<file path="src/drain_pkg.sv">
// constants for the emergency discharge timer: register map, fields, timing
package drain_pkg;
    // register byte addresses on the apb bus
    localparam logic [11:0] CONFIG_ADDR = 12'h000;
    localparam logic [11:0] CONTROL_ADDR = 12'h004;
    localparam logic [11:0] STATUS_ADDR = 12'h008;
    // discharge_config field positions
    localparam int WIN_LSB = 13;
    localparam int RSVD_BIT = 12;
    localparam int CNT_LSB = 8;
    localparam int TMO_LSB = 0;
    localparam logic [15:0] CONFIG_RESET = 16'h0000;
    // control and status bit positions
    localparam int ENABLE_BIT = 0;
    localparam int ACTIVE_BIT = 0;
    localparam int SWITCH_BIT = 1;
    localparam int EXPIRED_BIT = 2;
    // timing: every slow rate is derived from one base tick
    localparam int CLK_HZ = 10_000_000;
    localparam int BASE_TICK_US = 62_500;
    localparam int BASE_TICK_CYCLES = (CLK_HZ / 1_000_000) * BASE_TICK_US;
    localparam int TICKS_PER_S = 1_000_000 / BASE_TICK_US;
    localparam int WINDOW_STEP_DS = 75;
    localparam int WINDOW_STEP_TICKS = WINDOW_STEP_DS * TICKS_PER_S / 10;
    localparam int CYCLE_S = 60;
    localparam int CYCLE_TICKS = CYCLE_S * TICKS_PER_S;
    localparam int ACTIVITY_HZ = 2;
    localparam int ACTIVITY_TICKS = TICKS_PER_S / ACTIVITY_HZ;
    localparam int TIMEOUT_STEP_H = 2;
    localparam int TIMEOUT_STEP_TICKS = TIMEOUT_STEP_H * 3600 * TICKS_PER_S;
    localparam logic [2:0] WIN_MAX = 3'h7;
endpackage : drain_pkg

</file>
<file path="src/emergency_discharge_timer.sv">
// emergency discharge timer: duty cycle, activity counter, timeout, apb slave
//
// The address map and the APB interface to the registers are this design's own decisions.
`timescale 1ns/100ps
module emergency_discharge_timer #(
    parameter int BASE_TICK_CYCLES = drain_pkg::BASE_TICK_CYCLES,
    parameter int TIMEOUT_STEP_TICKS = drain_pkg::TIMEOUT_STEP_TICKS
) (
    input wire logic clk_i,
    input wire logic rst_i,
    input wire logic psel_i,
    input wire logic penable_i,
    input wire logic pwrite_i,
    input wire logic [11:0] paddr_i,
    input wire logic [31:0] pwdata_i,
    output logic [31:0] prdata_o,
    output logic pready_o,
    output logic pslverr_o,
    output logic switch_on_o,
    output logic drain_active_o
);
    typedef struct packed {
        logic [2:0] win;
        logic [7:0] tmo;
        logic [3:0] cnt;
        logic en;
        logic [9:0] phase;
        logic [2:0] sub;
        logic [16:0] step;
        logic [8:0] steps;
        logic expired;
        logic active;
        logic sw_on;
        logic pready;
        logic pslverr;
        logic [31:0] prdata;
    } dis_state_t;

    dis_state_t r;
    dis_state_t s;
    logic tick;

    // on length in base ticks; code 7 leaves a single 62.5 ms off tick
    function automatic logic [9:0] on_ticks(input logic [2:0] win);
        logic [9:0] t;
        t = 10'(({7'h00, win} + 10'h001) * 10'(drain_pkg::WINDOW_STEP_TICKS));
        if (win == drain_pkg::WIN_MAX)
        begin
            t = 10'(drain_pkg::CYCLE_TICKS - 1);
        end
        return t;
    endfunction : on_ticks

    function automatic logic [31:0] config_word(input dis_state_t v);
        logic [31:0] w;
        w = 32'h00000000;
        w[drain_pkg::WIN_LSB +: 3] = v.win;
        w[drain_pkg::RSVD_BIT] = 1'b0;
        w[drain_pkg::CNT_LSB +: 4] = v.cnt;
        w[drain_pkg::TMO_LSB +: 8] = v.tmo;
        return w;
    endfunction : config_word

    tick_divider #(
        .CYCLES(BASE_TICK_CYCLES)
    ) u_tick (
        .clk_i(clk_i),
        .rst_i(rst_i),
        .run_i(r.active),
        .tick_o(tick)
    );

    always_comb
    begin
        s = r;
        // one wait state: pready rises in the second access cycle
        s.pready = psel_i && penable_i && !r.pready;
        s.pslverr = 1'b0;
        if (s.pready)
        begin
            s.prdata = 32'h00000000;
            unique case (paddr_i)
                drain_pkg::CONFIG_ADDR: s.prdata = config_word(r);
                drain_pkg::CONTROL_ADDR: s.prdata[drain_pkg::ENABLE_BIT] = r.en;
                drain_pkg::STATUS_ADDR:
                begin
                    s.prdata[drain_pkg::ACTIVE_BIT] = r.active;
                    s.prdata[drain_pkg::SWITCH_BIT] = r.sw_on;
                    s.prdata[drain_pkg::EXPIRED_BIT] = r.expired;
                end
                default: s.pslverr = 1'b1;
            endcase
        end
        // writes land only at the completing edge; the counter field is read-only
        if (psel_i && penable_i && r.pready && pwrite_i)
        begin
            if (paddr_i == drain_pkg::CONFIG_ADDR)
            begin
                s.win = pwdata_i[drain_pkg::WIN_LSB +: 3];
                s.tmo = pwdata_i[drain_pkg::TMO_LSB +: 8];
            end
            else if (paddr_i == drain_pkg::CONTROL_ADDR)
            begin
                s.en = pwdata_i[drain_pkg::ENABLE_BIT];
            end
        end
        if (r.active && tick)
        begin
            // 60 s cycle, repeated for every cycle of the mode
            if (r.phase == 10'(drain_pkg::CYCLE_TICKS - 1))
            begin
                s.phase = 10'h000;
            end
            else
            begin
                s.phase = r.phase + 10'h001;
            end
            s.sub = r.sub + 3'h1;
            if (r.sub == 3'(drain_pkg::ACTIVITY_TICKS - 1))
            begin
                s.cnt = r.cnt + 4'h1;
            end
            if (r.step == 17'(TIMEOUT_STEP_TICKS - 1))
            begin
                s.step = 17'h00000;
                s.steps = r.steps + 9'h001;
                if (s.steps >= {1'b0, r.tmo} + 9'h001)
                begin
                    s.expired = 1'b1;
                end
            end
            else
            begin
                s.step = r.step + 17'h00001;
            end
        end
        if (!r.active)
        begin
            s.phase = 10'h000;
            s.sub = 3'h0;
        end
        if (!s.en)
        begin
            s.step = 17'h00000;
            s.steps = 9'h000;
            s.expired = 1'b0;
        end
        // a zero timeout drops the mode at the same edge that writes it
        s.active = s.en && (s.tmo != 8'h00) && !s.expired;
        s.sw_on = s.active && (s.phase < on_ticks(s.win));
    end

    always_ff @(posedge clk_i)
    begin
        if (rst_i)
        begin
            r <= '0;
            r.win <= drain_pkg::CONFIG_RESET[drain_pkg::WIN_LSB +: 3];
            r.cnt <= drain_pkg::CONFIG_RESET[drain_pkg::CNT_LSB +: 4];
            r.tmo <= drain_pkg::CONFIG_RESET[drain_pkg::TMO_LSB +: 8];
        end
        else
        begin
            r <= s;
        end
    end

    assign prdata_o = r.prdata;
    assign pready_o = r.pready;
    assign pslverr_o = r.pslverr;
    assign switch_on_o = r.sw_on;
    assign drain_active_o = r.active;

    property p_needs_enable;
        @(posedge clk_i) disable iff (rst_i)
        !r.en |-> !r.active && !switch_on_o;
    endproperty
    a_needs_enable: assert property (p_needs_enable)
        else $error("mode active without enable");

    property p_window_length;
        @(posedge clk_i) disable iff (rst_i)
        r.active && r.win != 3'h7 |->
            switch_on_o == (r.phase < 10'(({7'h00, r.win} + 10'h001) * 10'h078));
    endproperty
    a_window_length: assert property (p_window_length)
        else $error("switch state does not match on-window");

    property p_code7_off;
        @(posedge clk_i) disable iff (rst_i)
        r.active && r.win == 3'h7 |-> switch_on_o == (r.phase != 10'h3BF);
    endproperty
    a_code7_off: assert property (p_code7_off)
        else $error("code 7 off window wrong");

    property p_phase_wrap;
        @(posedge clk_i) disable iff (rst_i)
        r.active && tick && r.phase == 10'h3BF && r.en |=> r.phase == 10'h000;
    endproperty
    a_phase_wrap: assert property (p_phase_wrap)
        else $error("discharge cycle did not wrap at 60 s");

    property p_rsvd_zero;
        @(posedge clk_i) disable iff (rst_i)
        pready_o && !pslverr_o |-> prdata_o[12] == 1'b0;
    endproperty
    a_rsvd_zero: assert property (p_rsvd_zero)
        else $error("reserved bit read as one");

    property p_cnt_wrap;
        @(posedge clk_i) disable iff (rst_i)
        r.active && tick && r.sub == 3'h7 && r.cnt == 4'hF |=> r.cnt == 4'h0;
    endproperty
    a_cnt_wrap: assert property (p_cnt_wrap)
        else $error("activity counter did not wrap");

    property p_cnt_idle;
        @(posedge clk_i) disable iff (rst_i)
        !r.active |=> $stable(r.cnt);
    endproperty
    a_cnt_idle: assert property (p_cnt_idle)
        else $error("activity counter moved while idle");

    property p_zero_timeout;
        @(posedge clk_i) disable iff (rst_i)
        r.tmo == 8'h00 |-> !drain_active_o && !switch_on_o;
    endproperty
    a_zero_timeout: assert property (p_zero_timeout)
        else $error("mode active with zero timeout");

    property p_timer_clear;
        @(posedge clk_i) disable iff (rst_i)
        !r.en |-> r.step == 17'h00000 && r.steps == 9'h000 && !r.expired;
    endproperty
    a_timer_clear: assert property (p_timer_clear)
        else $error("timeout timer not cleared");

    property p_expire_ends;
        @(posedge clk_i) disable iff (rst_i)
        $rose(r.expired) |-> !drain_active_o ##1 !drain_active_o;
    endproperty
    a_expire_ends: assert property (p_expire_ends)
        else $error("mode continued after timeout");

    property p_expire_count;
        @(posedge clk_i) disable iff (rst_i)
        $rose(r.expired) |-> r.steps == {1'b0, r.tmo} + 9'h001;
    endproperty
    a_expire_count: assert property (p_expire_count)
        else $error("timeout ended at wrong step count");

    property p_reset_clear;
        @(posedge clk_i)
        rst_i |=> r.win == 3'h0 && r.cnt == 4'h0 && r.tmo == 8'h00;
    endproperty
    a_reset_clear: assert property (p_reset_clear)
        else $error("config fields not cleared by reset");

    property p_switch_needs_mode;
        @(posedge clk_i) disable iff (rst_i)
        switch_on_o |-> drain_active_o;
    endproperty
    a_switch_needs_mode: assert property (p_switch_needs_mode)
        else $error("switches on outside discharge mode");

    property p_cnt_step;
        @(posedge clk_i) disable iff (rst_i)
        r.active && tick && r.sub == 3'h7 |=> r.cnt == $past(r.cnt) + 4'h1;
    endproperty
    a_cnt_step: assert property (p_cnt_step)
        else $error("activity counter missed its 2 Hz step");

    property p_zero_write;
        @(posedge clk_i) disable iff (rst_i)
        psel_i && penable_i && pready_o && pwrite_i && paddr_i == drain_pkg::CONFIG_ADDR
            && pwdata_i[drain_pkg::TMO_LSB +: 8] == 8'h00 |=> !drain_active_o;
    endproperty
    a_zero_write: assert property (p_zero_write)
        else $error("zero timeout write did not end the mode");

    property p_fields_hold;
        @(posedge clk_i) disable iff (rst_i)
        !(psel_i && penable_i && pready_o && pwrite_i) |=> $stable(r.win) && $stable(r.tmo);
    endproperty
    a_fields_hold: assert property (p_fields_hold)
        else $error("configuration changed without a write");

    property p_timer_frozen;
        @(posedge clk_i) disable iff (rst_i)
        r.en && !r.active |=> !r.en || ($stable(r.step) && $stable(r.steps));
    endproperty
    a_timer_frozen: assert property (p_timer_frozen)
        else $error("timeout timer moved while the mode was stopped");
endmodule : emergency_discharge_timer

</file>
<file path="src/tick_divider.sv">
// base tick divider: one-cycle enable pulse every CYCLES clocks while run is high
`timescale 1ns/100ps
module tick_divider #(
    parameter int CYCLES = drain_pkg::BASE_TICK_CYCLES
) (
    input wire logic clk_i,
    input wire logic rst_i,
    input wire logic run_i,
    output logic tick_o
);
    typedef struct packed {
        logic [19:0] count;
        logic tick;
    } div_state_t;

    div_state_t r;
    div_state_t s;

    always_comb
    begin
        s = r;
        s.tick = 1'b0;
        // restart from zero so the first on-window of a mode is full length
        if (!run_i)
        begin
            s.count = 20'h00000;
        end
        else if (r.count == 20'(CYCLES - 1))
        begin
            s.count = 20'h00000;
            s.tick = 1'b1;
        end
        else
        begin
            s.count = r.count + 20'h00001;
        end
    end

    always_ff @(posedge clk_i)
    begin
        if (rst_i)
        begin
            r <= '0;
        end
        else
        begin
            r <= s;
        end
    end

    assign tick_o = r.tick;
endmodule : tick_divider
</file>
<file path="config.mk">
export PLATFORM = sky130hd
export DESIGN_NAME = emergency_discharge_timer
export DESIGN_NICKNAME = d
export VERILOG_FILES = /design/src/drain_pkg.sv /design/src/emergency_discharge_timer.sv /design/src/tick_divider.sv
export SDC_FILE = /design/constraint.sdc
export NUM_CORES = 1
export LEC_CHECK = 0
export ABC_AREA = 1
export BUFFER_PORTS_ARGS = -buffer_cell sky130_fd_sc_hd__buf_4
export CAP_MARGIN = 20
export CORE_ASPECT_RATIO = 1.2
export CORE_MARGIN = 2
export CORE_UTILIZATION = 52
export CTS_CLUSTER_SIZE = 10
export DETAILED_ROUTE_END_ITERATION = 7
export PLACE_DENSITY_LB_ADDON = 0.08
export SYNTH_ARGS = -nofsm -noshare
export SYNTH_HDL_FRONTEND = slang
export SYNTH_SLANG_ARGS = --single-unit
export TNS_END_PERCENT = 100
</file>
<file path="constraint.sdc">
create_clock -name clk_i -period 3.6 [get_ports clk_i]
set_clock_uncertainty 0.05 [all_clocks]
set_input_delay 0 -clock clk_i [delete_from_list [all_inputs] [get_ports clk_i]]
set_output_delay 0 -clock clk_i [all_outputs]
set_load 0.01 [all_outputs]
</file>
# [Word-level counts from Yosys, hierarchy flattened]
# Index checks and enable logic that the tools add are counted.
[word_totals] out_inout_bits=36 mem_count=0 latch_bits=0 mem_bits_rw=0 rom_bits=0 elab_cells=74 inputBits=49 ff_bits=113
[classes] addsub=8 n_reduce_logical=19 div_mod_pow=0 mul=1 bitwise=3 n_eq_ne=7 mux=18 n_lt_le_gt_ge=2 shift=0
[op_table] operator="$mux W40" count=1
[op_table] operator="$mux W10" count=3
[op_table] operator="$mux W13" count=2
[op_table] operator="$mux W11" count=2
[op_table] operator="$add A20 B1 Y20 const B" count=1
[op_table] operator="$eq A20 B20 Y1 const B" count=1
[op_table] operator="$add A17 B1 Y17 const B" count=1
[op_table] operator="$eq A17 B17 Y1 const B" count=1
[op_table] operator="$mux W17" count=1
[op_table] operator="$eq A12 B3 Y1 const B" count=1
[op_table] operator="$eq A12 B4 Y1 const B" count=1
[op_table] operator="$logic_not A12 Y1" count=1
[op_table] operator="$add A10 B1 Y10 const B" count=1
[op_table] operator="$eq A10 B10 Y1 const B" count=1
[op_table] operator="$lt A10 B10 Y1" count=1
[op_table] operator="$add A8 B1 Y9 const B" count=1
[op_table] operator="$add A9 B1 Y9 const B" count=1
[op_table] operator="$ge A9 B9 Y1" count=1
[op_table] operator="$logic_and A1 B1 Y1" count=8
[op_table] operator="$reduce_bool A8 Y1" count=1
[op_table] operator="$mul A4 B4 Y7 const B" count=1
[op_table] operator="$mux W1" count=7
[op_table] operator="$eq A3 B3 Y1 const B" count=2
[op_table] operator="$reduce_or A2 Y1" count=3
[op_table] operator="other kinds (9)" count=14

# [Logic depth before layout (Yosys ltp)]
# Gate-level depths: netlist (run 1).
[logic_depth] word_depth=9 ltp_mapped=27 mapped_depth_nobuf=27

# [Modules after synthesis]
# A second synthesis (run 1) with hierarchy kept.
[hier_totals] hier_cells=805 area_unflattened_um2=5710.5
[by_module_without_submodules] module="emergency_discharge_timer" area_per_inst_um2=4635.7 cells_each=647 seq_area_each_um2=1501.4 n_inst=1
[by_module_without_submodules] module="tick_divider" area_per_inst_um2=1074.8 cells_each=158 seq_area_each_um2=420.4 n_inst=1

# [Worst setup path after synthesis (run 1)]
# OpenSTA, ideal clock, no wires.
[synth_timing] kind="register to register" startpoint="reg r, in the netlist pready_o" endpoint="reg r, in the netlist switch_on_o" t_arrival_ns=3.626 path_buffers=0 path_slack_ns=-0.186 stages_incl_launch_ff=24 period_less_slack_ns=3.786 required_time_ns=3.440 setup_ns=0.110 path_cell_list="dfxtp_1 nand2_1 nor2_2 nand3_4 nand2_1 nand2_2 ha_1 ha_1 xor2_1 ha_1 ha_1 ha_1 nand2_1 inv_1 nand4_1 nand2_1 nor2_1 nor2_2 ha_1 nand4_1 nor3_1 nand2_1 nand2_1 nor2_1"
[synth_lines] item="start: declaration" line="emergency_discharge_timer.sv:39" text="dis_state_t r;"
[synth_lines] item="start signal: assignment" line="emergency_discharge_timer.sv:164" text="r <= s;"

==> metrics.csv, run 1 <==
stage,metric,value,unit
run_status,status,"complete, no violations",
clock_network,Clock Sink Count,96,
synthesis,"FF+latch count, synth",96,
pwr,PD cells,329,nW/um^2
floorplanning,Core ar.,10500,sq um
detailed_routing,DRC violations left,0,
timing,Final Hold Vio Count,0,
synthesis,Yosys top cell by area,dfxtp_1,
grt,vias in the first global route,4456,
floorplanning,Die Wd,98.2,um
detailed_routing,via count,4783,
pwr,Reg power frac,0.508,
synthesis,Synth Area in Compound Gates,0.0986,
grt,gr usage total,0.202,
detailed_routing,"antenna viol nets, final",0,
detailed_routing,Vias/cell,5.08,
detailed_routing,drt wl/cell,12.2,um
pwr,Combinational Power Share,0.046,
synthesis,simple-gate share of the synthesized area,0.298,
floorplanning,num ports,85,
synthesis,syn avg cell area,7.38,sq um
timing,Slew HR,0.558,
worst_setup_path,CP Capture Type,flop,
synthesis,Mapped Cells,750,
detailed_routing,Starting DRT DRC Count,180,
worst_setup_path,crit-path max cell delay,340,ps
worst_setup_path,"Arr. time, crit path",3700,ps
timing,maximum operating frequency,0.285,GHz
finish,Final nets,891,
clock_network,TritonCTS Buffers,9,
grt,largest net degree at the start of global routing,31,
place,port bufs,46,
pwr,switch share,0.222,
synthesis,Post-synth ARST share,0,
clock_network,root buffer cell,clkbuf_16,
synthesis,largest cells by area after synthesis,"dfxtp_1 35%, nand2_1 8.7%, ha_1 7.7%",
worst_setup_path,critical path's slowest cell,dfxtp_2,
worst_setup_path,Required @ worst endpoint,3790,ps
clock_network,maximum clock path buffer count,2,
worst_setup_path,Buf/Inv on CP,1,
synthesis,Post-Syn Area,5530,sq um
clock_network,Worst-Skew Late Latency,340,ps
synthesis,Synth Area in Adders,0.0805,
floorplanning,initial core utilization,0.529,
finish,fill count,970,
worst_setup_path,CP Class,reg2reg,
pwr,cell leakage power,0.00266,uW
synthesis,xor-xnor portion of the synthesized cell area,0.0554,
finish,"non-filler cells, final",941,
timing,final period utilization,0.974,
hold_path,Hold/Removal Path Class,in2reg,
timing,max-slew violations,0,
synthesis,Synth top area share,0.347,
floorplanning,die boundary height,117,um
timing,Final WS setup,92.1,ps
grt,initial antenna violation count,0,
clock_network,clk slew on worst S/H paths,70,ps
worst_setup_path,startpoint types,flop,
synthesis,synth unique cells,46,
synthesis,most frequent cells after synthesis,"128 x nand2_1, 101 x nor2_1, 96 x dfxtp_1, 80 x inv_1, 42 x a21oi_1",
synthesis,largest family of logic cells by synthesized area,simple AND/OR/NAND/NOR gates,
place,Routability Congestion,0.826,
pwr,Psw,470,uW
timing,final setup violation count,0,
grt,Overflow after GRT,0,
pwr,clock power share,0.446,
synthesis,mux contribution to synthesized area,0,
worst_setup_path,critical-path cell list,nand2_2 > nor2_4 > nand3_4 > nand2_2 > nand2_2 > ha_4 > ha_4 > xor2_4 > ha_4 > ha_4 > ha_4 > nand2_2 > inv_1 > nand4_1 > nand2_1 > nand2_1 > nand2_1 > nor2_2 > ha_1 > nand4_1 > nor3_1 > nand2_1 > nand2_1 > nor2_1,
detailed_routing,met3 WL,334,um
pwr,internal power,1650,uW
place,dpl ws,-92.2,ps
synthesis,synth warn,0,
synthesis,"count leader, synth",nand2_1,
place,Placed Cells,903,
finish,antenna cells,0,
detailed_routing,top sig layer,met4,
worst_setup_path,crit path max fanout,5,
timing,min Tclk post-route,3510,ps
detailed_routing,DR pass1 iterations,6,
finish,layout cells sized above 1,0.160,
timing,RSZ-0062 raised after global routing,true,
pwr,total power,2120,uW
timing,Least-Margin Pin Slew,661,ps
detailed_routing,met1 wire length,5.22,mm
synthesis,top_reg_cell synth,dfxtp_1,
place,Post-DP HPWL,8.68,mm
run,max cap viols,0,
synthesis,post-synthesis sequential area ratio,0.347,
floorplanning,standard-cell rows,41,
pwr,highest ir drop seen on vdd,206,uV
grt,first-pass GRT wire length,19.4,mm
detailed_routing,met2 WL post-DR,5.79,mm
synthesis,"EDFF count, synth",0,
floorplanning,Die ar.,11500,sq um
clock_network,CTS HTree Levels,3,
worst_setup_path,cell family with most CP delay,adder cells,
detailed_routing,drt total wl,11.4,mm
clock_network,CTS tree,built,
finish,P&R area growth vs syn,16.6,%
## layout make-up
type / count / area (sq um) / area share
clock inverters: 4 / 33.8 / 0.00523
well taps: 129 / 161 / 0.0250
clock buffers: 12 / 267 / 0.0413
multi-input cells: 535 / 3110 / 0.482
inverters: 87 / 332 / 0.0514
repair buffers: 78 / 628 / 0.0973
flip-flops and latches: 96 / 1920 / 0.298
## repair_timing
action | in CTS | in global routing
gates resized for setup | 1 | 8
endpoints found under the setup margin | 1 | 1
endpoints found under the hold margin | 14 | 0
pin swaps | 1 | 19
hold buffers | 17 | 0
buffers inserted | 1 | 4
## placed cells by master (no fill, tap or decap), types with 20 or more instances in the layout
master,netlist,layout
a21oi_1,42,42
buf_4,34,61
dfxtp_1,96,95
ha_1,34,29
inv_1,80,80
nand2_1,128,123
nand3_1,24,24
nand4_1,20,20
nor2_1,101,101
nor3_1,24,24
o21ai_0,30,30
xor2_1,25,24
## cell families after synthesis
group,count (synthesis)
flops,96
fa+ha+maj,35
xor+xnor,35
other cells,1
compound gates,96
simple gates,352
buf+inv,135
## sequential cells by signal, summed over array words and instances (netlist names)
register        cells
drain_active_o      1
prdata_o           15
pready_o            1
pslverr_o           1
r                  56
switch_on_o         1
u_tick.r           20
u_tick.tick_o       1
## final timing paths
check | depth (start not counted) | from | end | slack, ps
min | 5 | paddr_i[3] | pslverr_o | 30
max reg2reg | 24 | pready_o | switch_on_o | 90
max | 24 | pready_o | switch_on_o | 90
min reg2reg | 1 | u_tick.r[1] | u_tick.r[1] | 420
## worst register-to-register path: cells and delay by family, from the launching register on
| family | cells | cell delay [ps] |
|---|---|---|
| adders and majority gates | 6 | 1470 |
| and+or+nand+nor | 16 | 1320 |
| DFF | 1 | 340 |
| buffers and inverters | 1 | 40 |
| xor gates and xnor gates | 1 | 190 |
## power groups by stage
stage	clock network (uW)	logic, uW	registers [uW]
after global routing	1010	109	1080
after floorplan	0	69.2	1100
after CTS	968	97.6	1080
final	947	98.0	1080
after detailed placement	0	88.7	1100
after global placement	0	87.8	1100
## per-stage QoR
stage	hold slack (ps)	utilization	area, sq um	TNS, ps
2_1_floorplan	145	-	5630	0
3_3_place_gp	270	0.562	5880	0
3_5_place_dp	275	0.562	5880	-92.2
4_1_cts	16.0	0.609	6370	0
5_1_grt	48.0	0.617	6450	-92.0
6_report	34.3	0.617	6450	0
## metal layers
| metal | track usage | vias up |
|---|---|---|
| li1 | - | 2508 |
| met2 | 0.359 | 66 |
| met5 | 0 | - |
| met3 | 0.0368 | 9 |
| met1 | 0.256 | 2200 |
| met4 | 0.0557 | 0 |
No activity file was read; power rests on OpenSTA's default activity.
==> run 2: changes to the inputs <==
--- a/config.mk
+++ b/config.mk
@@ -6,7 +6,7 @@
 export NUM_CORES = 1
 export LEC_CHECK = 0
 export ABC_AREA = 1
-export BUFFER_PORTS_ARGS = -buffer_cell sky130_fd_sc_hd__buf_4
+export BUFFER_PORTS_ARGS = -buffer_cell sky130_fd_sc_hd__buf_2
 export CAP_MARGIN = 20
 export CORE_ASPECT_RATIO = 1.2
 export CORE_MARGIN = 2
==> run 2 against run 1 <==
  * Sequential share of layout area grew 1.1 points
  * Sequential power is essentially flat
  * First-iteration DRC count grew 0.56%
  * Largest power group unchanged
  * Clock power grew 1%
  * Die area is the same
  * Via count shrank 0.84%
  * Register-to-register slack lost 60 ps
  * Setup slack lost 58 ps
  * Largest cell class unchanged
  * Global-route usage grew 0.32 points
  * Maximum frequency shrank 1.6%
  * Routed wire length grew 1.2%
==> metrics.csv, run 2 (synthesis gave the netlist of run 1 again) <==
stage,metric,value,unit,change
grt,gr usage total,0.206,,was 0.202
grt,largest net degree at the start of global routing,31,,unchanged
worst_setup_path,cell family with most CP delay,adder cells,,unchanged
grt,first-pass GRT wire length,19.6,mm,was 19.4 mm
timing,max-slew violations,0,,unchanged
detailed_routing,via count,4743,,was 4783
timing,maximum operating frequency,0.280,GHz,was 0.285 GHz
floorplanning,Core ar.,10500,sq um,unchanged
clock_network,TritonCTS Buffers,9,,unchanged
grt,initial antenna violation count,0,,unchanged
detailed_routing,drt total wl,11.6,mm,was 11.4 mm
clock_network,Clock Sink Count,96,,unchanged
grt,vias in the first global route,4490,,was 4456
finish,P&R area growth vs syn,12.6,%,was 16.6%
run_status,status,"complete, no violations",,unchanged
worst_setup_path,startpoint types,flop,,unchanged
floorplanning,initial core utilization,0.529,,unchanged
detailed_routing,Starting DRT DRC Count,181,,was 180
grt,Overflow after GRT,0,,unchanged
finish,max reg flops,56,,unchanged
finish,"non-filler cells, final",930,,was 941
worst_setup_path,"Arr. time, crit path",3760,ps,was 3700 ps
detailed_routing,Vias/cell,5.10,,was 5.08
timing,WHS,29.6,ps,was 34.3 ps
worst_setup_path,"most used cell, CP",nand2_1,,
timing,min Tclk post-route,3570,ps,was 3510 ps
pwr,PD cells,340,nW/um^2,was 329 nW/um^2
floorplanning,Die ar.,11500,sq um,unchanged
clock_network,CTS HTree Levels,3,,unchanged
worst_setup_path,CP Capture Type,flop,,unchanged
timing,final setup violation count,0,,unchanged
floorplanning,num ports,85,,unchanged
pwr,cell leakage power,0.00258,uW,was 0.00266 uW
place,port bufs,46,,unchanged
worst_setup_path,critical-path cell list,nand2_2 > nor2_4 > nand3_4 > nand2_2 > nand2_2 > ha_4 > ha_4 > xor2_2 > ha_1 > ha_4 > ha_4 > nand2_2 > inv_1 > nand4_1 > nand2_1 > nand2_1 > nand2_1 > nor2_2 > ha_1 > nand4_1 > nor3_2 > nand2_1 > nand2_1 > nor2_1,,was nand2_2 > nor2_4 > nand3_4 > nand2_2 > nand2_2 > ha_4 > ha_4 > xor2_4 > ha_4 > ha_4 > ha_4 > nand2_2 > inv_1 > nand4_1 > nand2_1 > nand2_1 > nand2_1 > nor2_2 > ha_1 > nand4_1 > nor3_1 > nand2_1 > nand2_1 > nor2_1
floorplanning,die boundary height,117,um,unchanged
detailed_routing,"antenna viol nets, final",0,,unchanged
finish,antenna cells,0,,unchanged
timing,final period utilization,0.991,,was 0.974
finish,Final nets,882,,was 891
worst_setup_path,CP Class,reg2reg,,unchanged
finish,Biggest register,r,,unchanged
clock_network,Worst-Skew Late Latency,340,ps,about the same
place,Placed Cells,904,,was 903
finish,"most common cell after layout, fill and taps aside",nand2_1,,unchanged
timing,Slew HR,0.550,,was 0.558
pwr,highest ir drop seen on vdd,212,uV,was 206 uV
hold_path,Hold/Removal Path Class,in2reg,,unchanged
finish,layout cells sized above 1,0.159,,was 0.160
place,Routability Congestion,0.818,,was 0.826
floorplanning,standard-cell rows,41,,unchanged
worst_setup_path,Buf/Inv on CP,1,,unchanged
worst_setup_path,crit-path max cell delay,340,ps,about the same
worst_setup_path,Required @ worst endpoint,3790,ps,about the same
timing,Final Hold Vio Count,0,,unchanged
timing,RSZ-0062 raised after global routing,true,,unchanged
clock_network,CTS tree,built,,unchanged
detailed_routing,DRC violations left,0,,unchanged
worst_setup_path,critical path's slowest cell,dfxtp_2,,unchanged
timing,Least-Margin Pin Slew,674,ps,was 661 ps
run,max cap viols,0,,unchanged
floorplanning,Die Wd,98.2,um,unchanged
clock_network,maximum clock path buffer count,2,,unchanged
clock_network,clk slew on worst S/H paths,60,ps,was 70 ps
worst_setup_path,crit path max fanout,5,,unchanged
detailed_routing,DR pass1 iterations,4,,was 6
place,Post-DP HPWL,8.70,mm,was 8.68 mm
clock_network,root buffer cell,clkbuf_16,,unchanged
detailed_routing,drt wl/cell,12.5,um,was 12.2 um
finish,"commonest cells after routing, fill and taps aside","123 x nand2_1, 101 x nor2_1, 95 x dfxtp_1",,unchanged
-- run 2: per-stage QoR --
step                      worst slack (ps)   util  TNS (ps)  total power, uW  cell area, sq um
after global routing                  -197  0.595      -197             2210              6230
after global placement                81.1  0.552         0             1180              5770
final                                 33.7  0.595         0             2120              6230
after floorplan                       14.9      -         0             1170              5630
after CTS                             27.6  0.590         0             2150              6170
after detailed placement             -28.4  0.552     -28.4             1180              5770
-- run 2: final timing paths --
path	start	end	slack, ps	depth (start not counted)
min	pwdata_i[6]	r[87]	30	5
max reg2reg	pready_o	switch_on_o	30	24
max	pready_o	switch_on_o	30	24
min reg2reg	r[79]	prdata_o[10]	420	2
-- run 2: power breakdown --
part           internal (uW)  total, uW  switching (uW)
clock network            571        960             388
logic                   33.8       82.6            48.8
registers               1070       1080            5.34
total                   1680       2120             443
-- run 2: metal layers --
metal | up-vias | global-route usage | wire length [um]
met5 | - | 0 | 0
met1 | 2175 | 0.256 | 5180
met3 | 17 | 0.0344 | 291
li1 | 2482 | - | -
met4 | 0 | 0.0721 | 206
met2 | 69 | 0.364 | 5910
-- run 2: layout make-up --
cell class | instances | area [sq um]
inverter | 87 | 332
fill | 1012 | 4240
clock buffer | 12 | 256
clock inverter | 2 | 38.8
sequential | 96 | 1920
multi-input combinational | 535 | 3100
tap | 129 | 161
timing repair buffer | 69 | 423
-- run 2: tightest hold or removal path: cells and delay by family --
family                 cells  cell delay, ps
buffers and inverters      2             160
AND/OR/NAND/NOR            2             150
AO/OA/AOI/OAI              1              80
-- run 2: repair_timing --
action,CTS,global route
gates resized for setup,1,8
endpoints found under the hold margin,8,0
buffers inserted,1,3
pin swaps,1,18
hold buffers,8,0
setup endpoints to repair,1,1
==> run 3: changes to the inputs <==
--- a/config.mk
+++ b/config.mk
@@ -5,7 +5,7 @@
 export SDC_FILE = /design/constraint.sdc
 export NUM_CORES = 1
 export LEC_CHECK = 0
-export ABC_AREA = 1
+export ABC_AREA = 0
 export BUFFER_PORTS_ARGS = -buffer_cell sky130_fd_sc_hd__buf_2
 export CAP_MARGIN = 20
 export CORE_ASPECT_RATIO = 1.2
==> run 3 against run 2 <==
  * The run now ends with negative setup slack left
  * Critical path type unchanged
  * Die area decreased by 4.0%
  * Sequential power about the same
  * Critical path depth decreased by 1
  * Largest cell class unchanged
  * Routed wire length decreased by 5.3%
  * Highest routed layer unchanged
  * Utilization increased by 2.2 points
  * Design area decreased by 1.3%
  * Setup slack got worse by 1000 ps
  * Global-route usage increased by 0.22 points
  * First-iteration DRC count decreased by 34%
==> metrics.csv, run 3 <==
stage,metric,value,unit,change
detailed_routing,drt wl/cell,13.3,um,was 12.5 um
pwr,PD cells,340,nW/um^2,about the same
synthesis,Yosys top cell by area,dfxtp_1,,unchanged
clock_network,Clock Sink Count,96,,unchanged
place,dpl ws,-1060,ps,was -28.4 ps
clock_network,CTS HTree Levels,3,,unchanged
clock_network,Worst-Skew Late Latency,340,ps,about the same
finish,antenna cells,0,,unchanged
worst_setup_path,crit path max fanout,4,,was 5
timing,Final Hold Vio Count,0,,unchanged
synthesis,"count leader, synth",nor2_1,,was nand2_1
synthesis,largest cells by area after synthesis,"dfxtp_1 36%, nor2_1 8.1%, ha_1 8.0%",,"was dfxtp_1 35%, nand2_1 8.7%, ha_1 7.7%"
finish,"non-filler cells, final",823,,was 930
worst_setup_path,"Arr. time, crit path",4810,ps,was 3760 ps
grt,first-pass GRT wire length,18.4,mm,was 19.6 mm
floorplanning,Core ar.,9960,sq um,was 10500 sq um
place,Placed Cells,797,,was 904
worst_setup_path,CP Capture Type,flop,,unchanged
clock_network,maximum clock path buffer count,2,,unchanged
grt,initial antenna violation count,0,,unchanged
detailed_routing,met3 WL,561,um,was 291 um
detailed_routing,drt total wl,11.0,mm,was 11.6 mm
floorplanning,Die ar.,11000,sq um,was 11500 sq um
synthesis,top_reg_cell synth,dfxtp_1,,unchanged
timing,maximum operating frequency,0.218,GHz,was 0.280 GHz
synthesis,Post-synth ARST share,0,,unchanged
detailed_routing,DRC violations left,0,,unchanged
place,Post-DP HPWL,8.17,mm,was 8.70 mm
worst_setup_path,CP Class,reg2reg,,unchanged
finish,layout cells sized above 1,0.172,,was 0.159
detailed_routing,DR pass1 iterations,5,,was 4
grt,Overflow after GRT,0,,unchanged
detailed_routing,Starting DRT DRC Count,119,,was 181
finish,Final nets,776,,was 882
hold_path,Hold/Removal Path Class,in2reg,,unchanged
timing,Final WS setup,-981,ps,was 33.7 ps
finish,P&R area growth vs syn,15.9,%,was 12.6%
finish,"commonest cells after routing, fill and taps aside","114 x nor2_1, 95 x dfxtp_1, 54 x nand2_1",,"was 123 x nand2_1, 101 x nor2_1, 95 x dfxtp_1"
synthesis,"FF+latch count, synth",96,,unchanged
detailed_routing,met2 WL post-DR,5.36,mm,was 5.91 mm
finish,fill count,866,,was 1012
synthesis,Mapped Cells,633,,was 750
detailed_routing,top sig layer,met4,,unchanged
timing,Slew HR,0.510,,was 0.550
detailed_routing,Vias/cell,5.34,,was 5.10
synthesis,most frequent cells after synthesis,"115 x nor2_1, 96 x dfxtp_1, 54 x nand2_1, 46 x xor2_1, 34 x ha_1",,"was 128 x nand2_1, 101 x nor2_1, 96 x dfxtp_1, 80 x inv_1, 42 x a21oi_1"
finish,Biggest register,r,,unchanged
grt,largest net degree at the start of global routing,37,,was 31
clock_network,TritonCTS Buffers,9,,unchanged
timing,max-slew violations,0,,unchanged
synthesis,Post-Syn Area,5300,sq um,was 5530 sq um
run_status,status,finished with violations,,"was complete, no violations"
timing,min Tclk post-route,4580,ps,was 3570 ps
pwr,cell leakage power,0.00243,uW,was 0.00258 uW
clock_network,root buffer cell,clkbuf_16,,unchanged
timing,RSZ-0062 raised after global routing,true,,unchanged
timing,Least-Margin Pin Slew,727,ps,was 674 ps
run_status,failing checks,negative setup slack,,
grt,vias in the first global route,4145,,was 4490
grt,gr usage total,0.208,,was 0.206
worst_setup_path,startpoint types,flop,,unchanged
synthesis,synth warn,0,,unchanged
clock_network,CTS tree,built,,unchanged
detailed_routing,via count,4394,,was 4743
synthesis,Synth top area share,0.362,,was 0.347
floorplanning,initial core utilization,0.533,,was 0.529
synthesis,synth unique cells,50,,was 46
timing,final setup violation count,1,,was 0
detailed_routing,"antenna viol nets, final",0,,unchanged
pwr,highest ir drop seen on vdd,342,uV,was 212 uV
worst_setup_path,Required @ worst endpoint,3830,ps,was 3790 ps
timing,setup TNS,-981,ps,was 0 ps
synthesis,syn avg cell area,8.38,sq um,was 7.38 sq um
finish,"most common cell after layout, fill and taps aside",nor2_1,,was nand2_1
finish,Final Util,0.617,,was 0.595
detailed_routing,met1 wire length,4.84,mm,was 5.18 mm
floorplanning,num ports,85,,unchanged
timing,WHS,94.0,ps,was 29.6 ps
place,Routability Congestion,0.865,,was 0.818
clock_network,clk slew on worst S/H paths,70,ps,was 60 ps
floorplanning,Die Wd,96.2,um,was 98.2 um
timing,final period utilization,1.27,,was 0.991
finish,max reg flops,56,,unchanged
place,port bufs,46,,unchanged
synthesis,post-synthesis sequential area ratio,0.362,,was 0.347
floorplanning,standard-cell rows,40,,was 41
run,max cap viols,0,,unchanged
synthesis,"EDFF count, synth",0,,unchanged
floorplanning,die boundary height,115,um,was 117 um
-- run 3: logic make-up after synthesis --
group / Yosys count / share of synthesized area
other cells: 1 / 0.000707
fa+ha+maj: 35 / 0.0840
simple gates: 285 / 0.259
mux: 12 / 0.0226
flops: 96 / 0.362
buf+inv: 69 / 0.0743
xor+xnor: 69 / 0.114
compound gates: 66 / 0.0828
-- run 3: final timing paths --
path / startpoint / to / slack (ps) / cells past startpoint
hold / removal: pwdata_i[15] / r[91] / 90 / 4
setup / recovery: pready_o / switch_on_o / -980 / 23
setup reg to reg: pready_o / switch_on_o / -980 / 23
hold reg to reg: u_tick.r[1] / u_tick.r[1] / 400 / 1
-- run 3: power by group --
| part | internal [uW] | switching (uW) | total, uW |
|---|---|---|---|
| Sequential | 1060 | 0.281 | 1060 |
| Clock | 549 | 422 | 970 |
| Combinational | 24.5 | 35.7 | 60.2 |
-- run 3: critical path, cell delays in order (launching register included) --
cell and delay [ps]:
dfxtp_2 330, nand4_1 100, or3_4 370, nor2_4 180, mux2i_4 260, inv_2 70
ha_4 160, ha_4 270, xor2_2 140, ha_1 280, ha_4 240, ha_4 260
and2_4 160, nand4_1 120, a211oi_2 220, nor2_2 70, a211oi_2 190, o21bai_1 140
ha_1 260, a21o_1 160, a21oi_1 110, o21ai_1 80, a21oi_1 130, and4_1 180
-- run 3: per-layer routing --
layer / vias up / track usage
met5: - / 0
met1: 2034 / 0.251
met3: 19 / 0.0507
met2: 104 / 0.356
li1: 2237 / -
met4: 0 / 0.0695
-- run 3: stage by stage --
stage | total power (uW) | cell area, sq um
floorplan | 1130 | 5450
global placement | 1140 | 5720
detailed placement | 1140 | 5720
CTS | 2120 | 6130
global route | 2180 | 6150
finish | 2090 | 6150
-- run 3: repair_timing --
action / 4_1_cts / 5_1_grt
setup endpoints to repair: 1 / 1
gates resized for setup: 3 / 3
endpoints found under the hold margin: 8 / 0
setup buffers: 1 / 1
pin swaps: 6 / 3
hold buffers: 8 / 0
-- run 3: cell type report --
type	instances	area, sq um	share of cell area
Clock inverter	7	77.6	0.0126
Inverter	14	52.6	0.00855
Multi-Input combinational cell	484	3150	0.513
Clock buffer	9	225	0.0366
Sequential cell	96	1920	0.313
Tap cell	126	158	0.0256
Timing Repair Buffer	87	558	0.0908
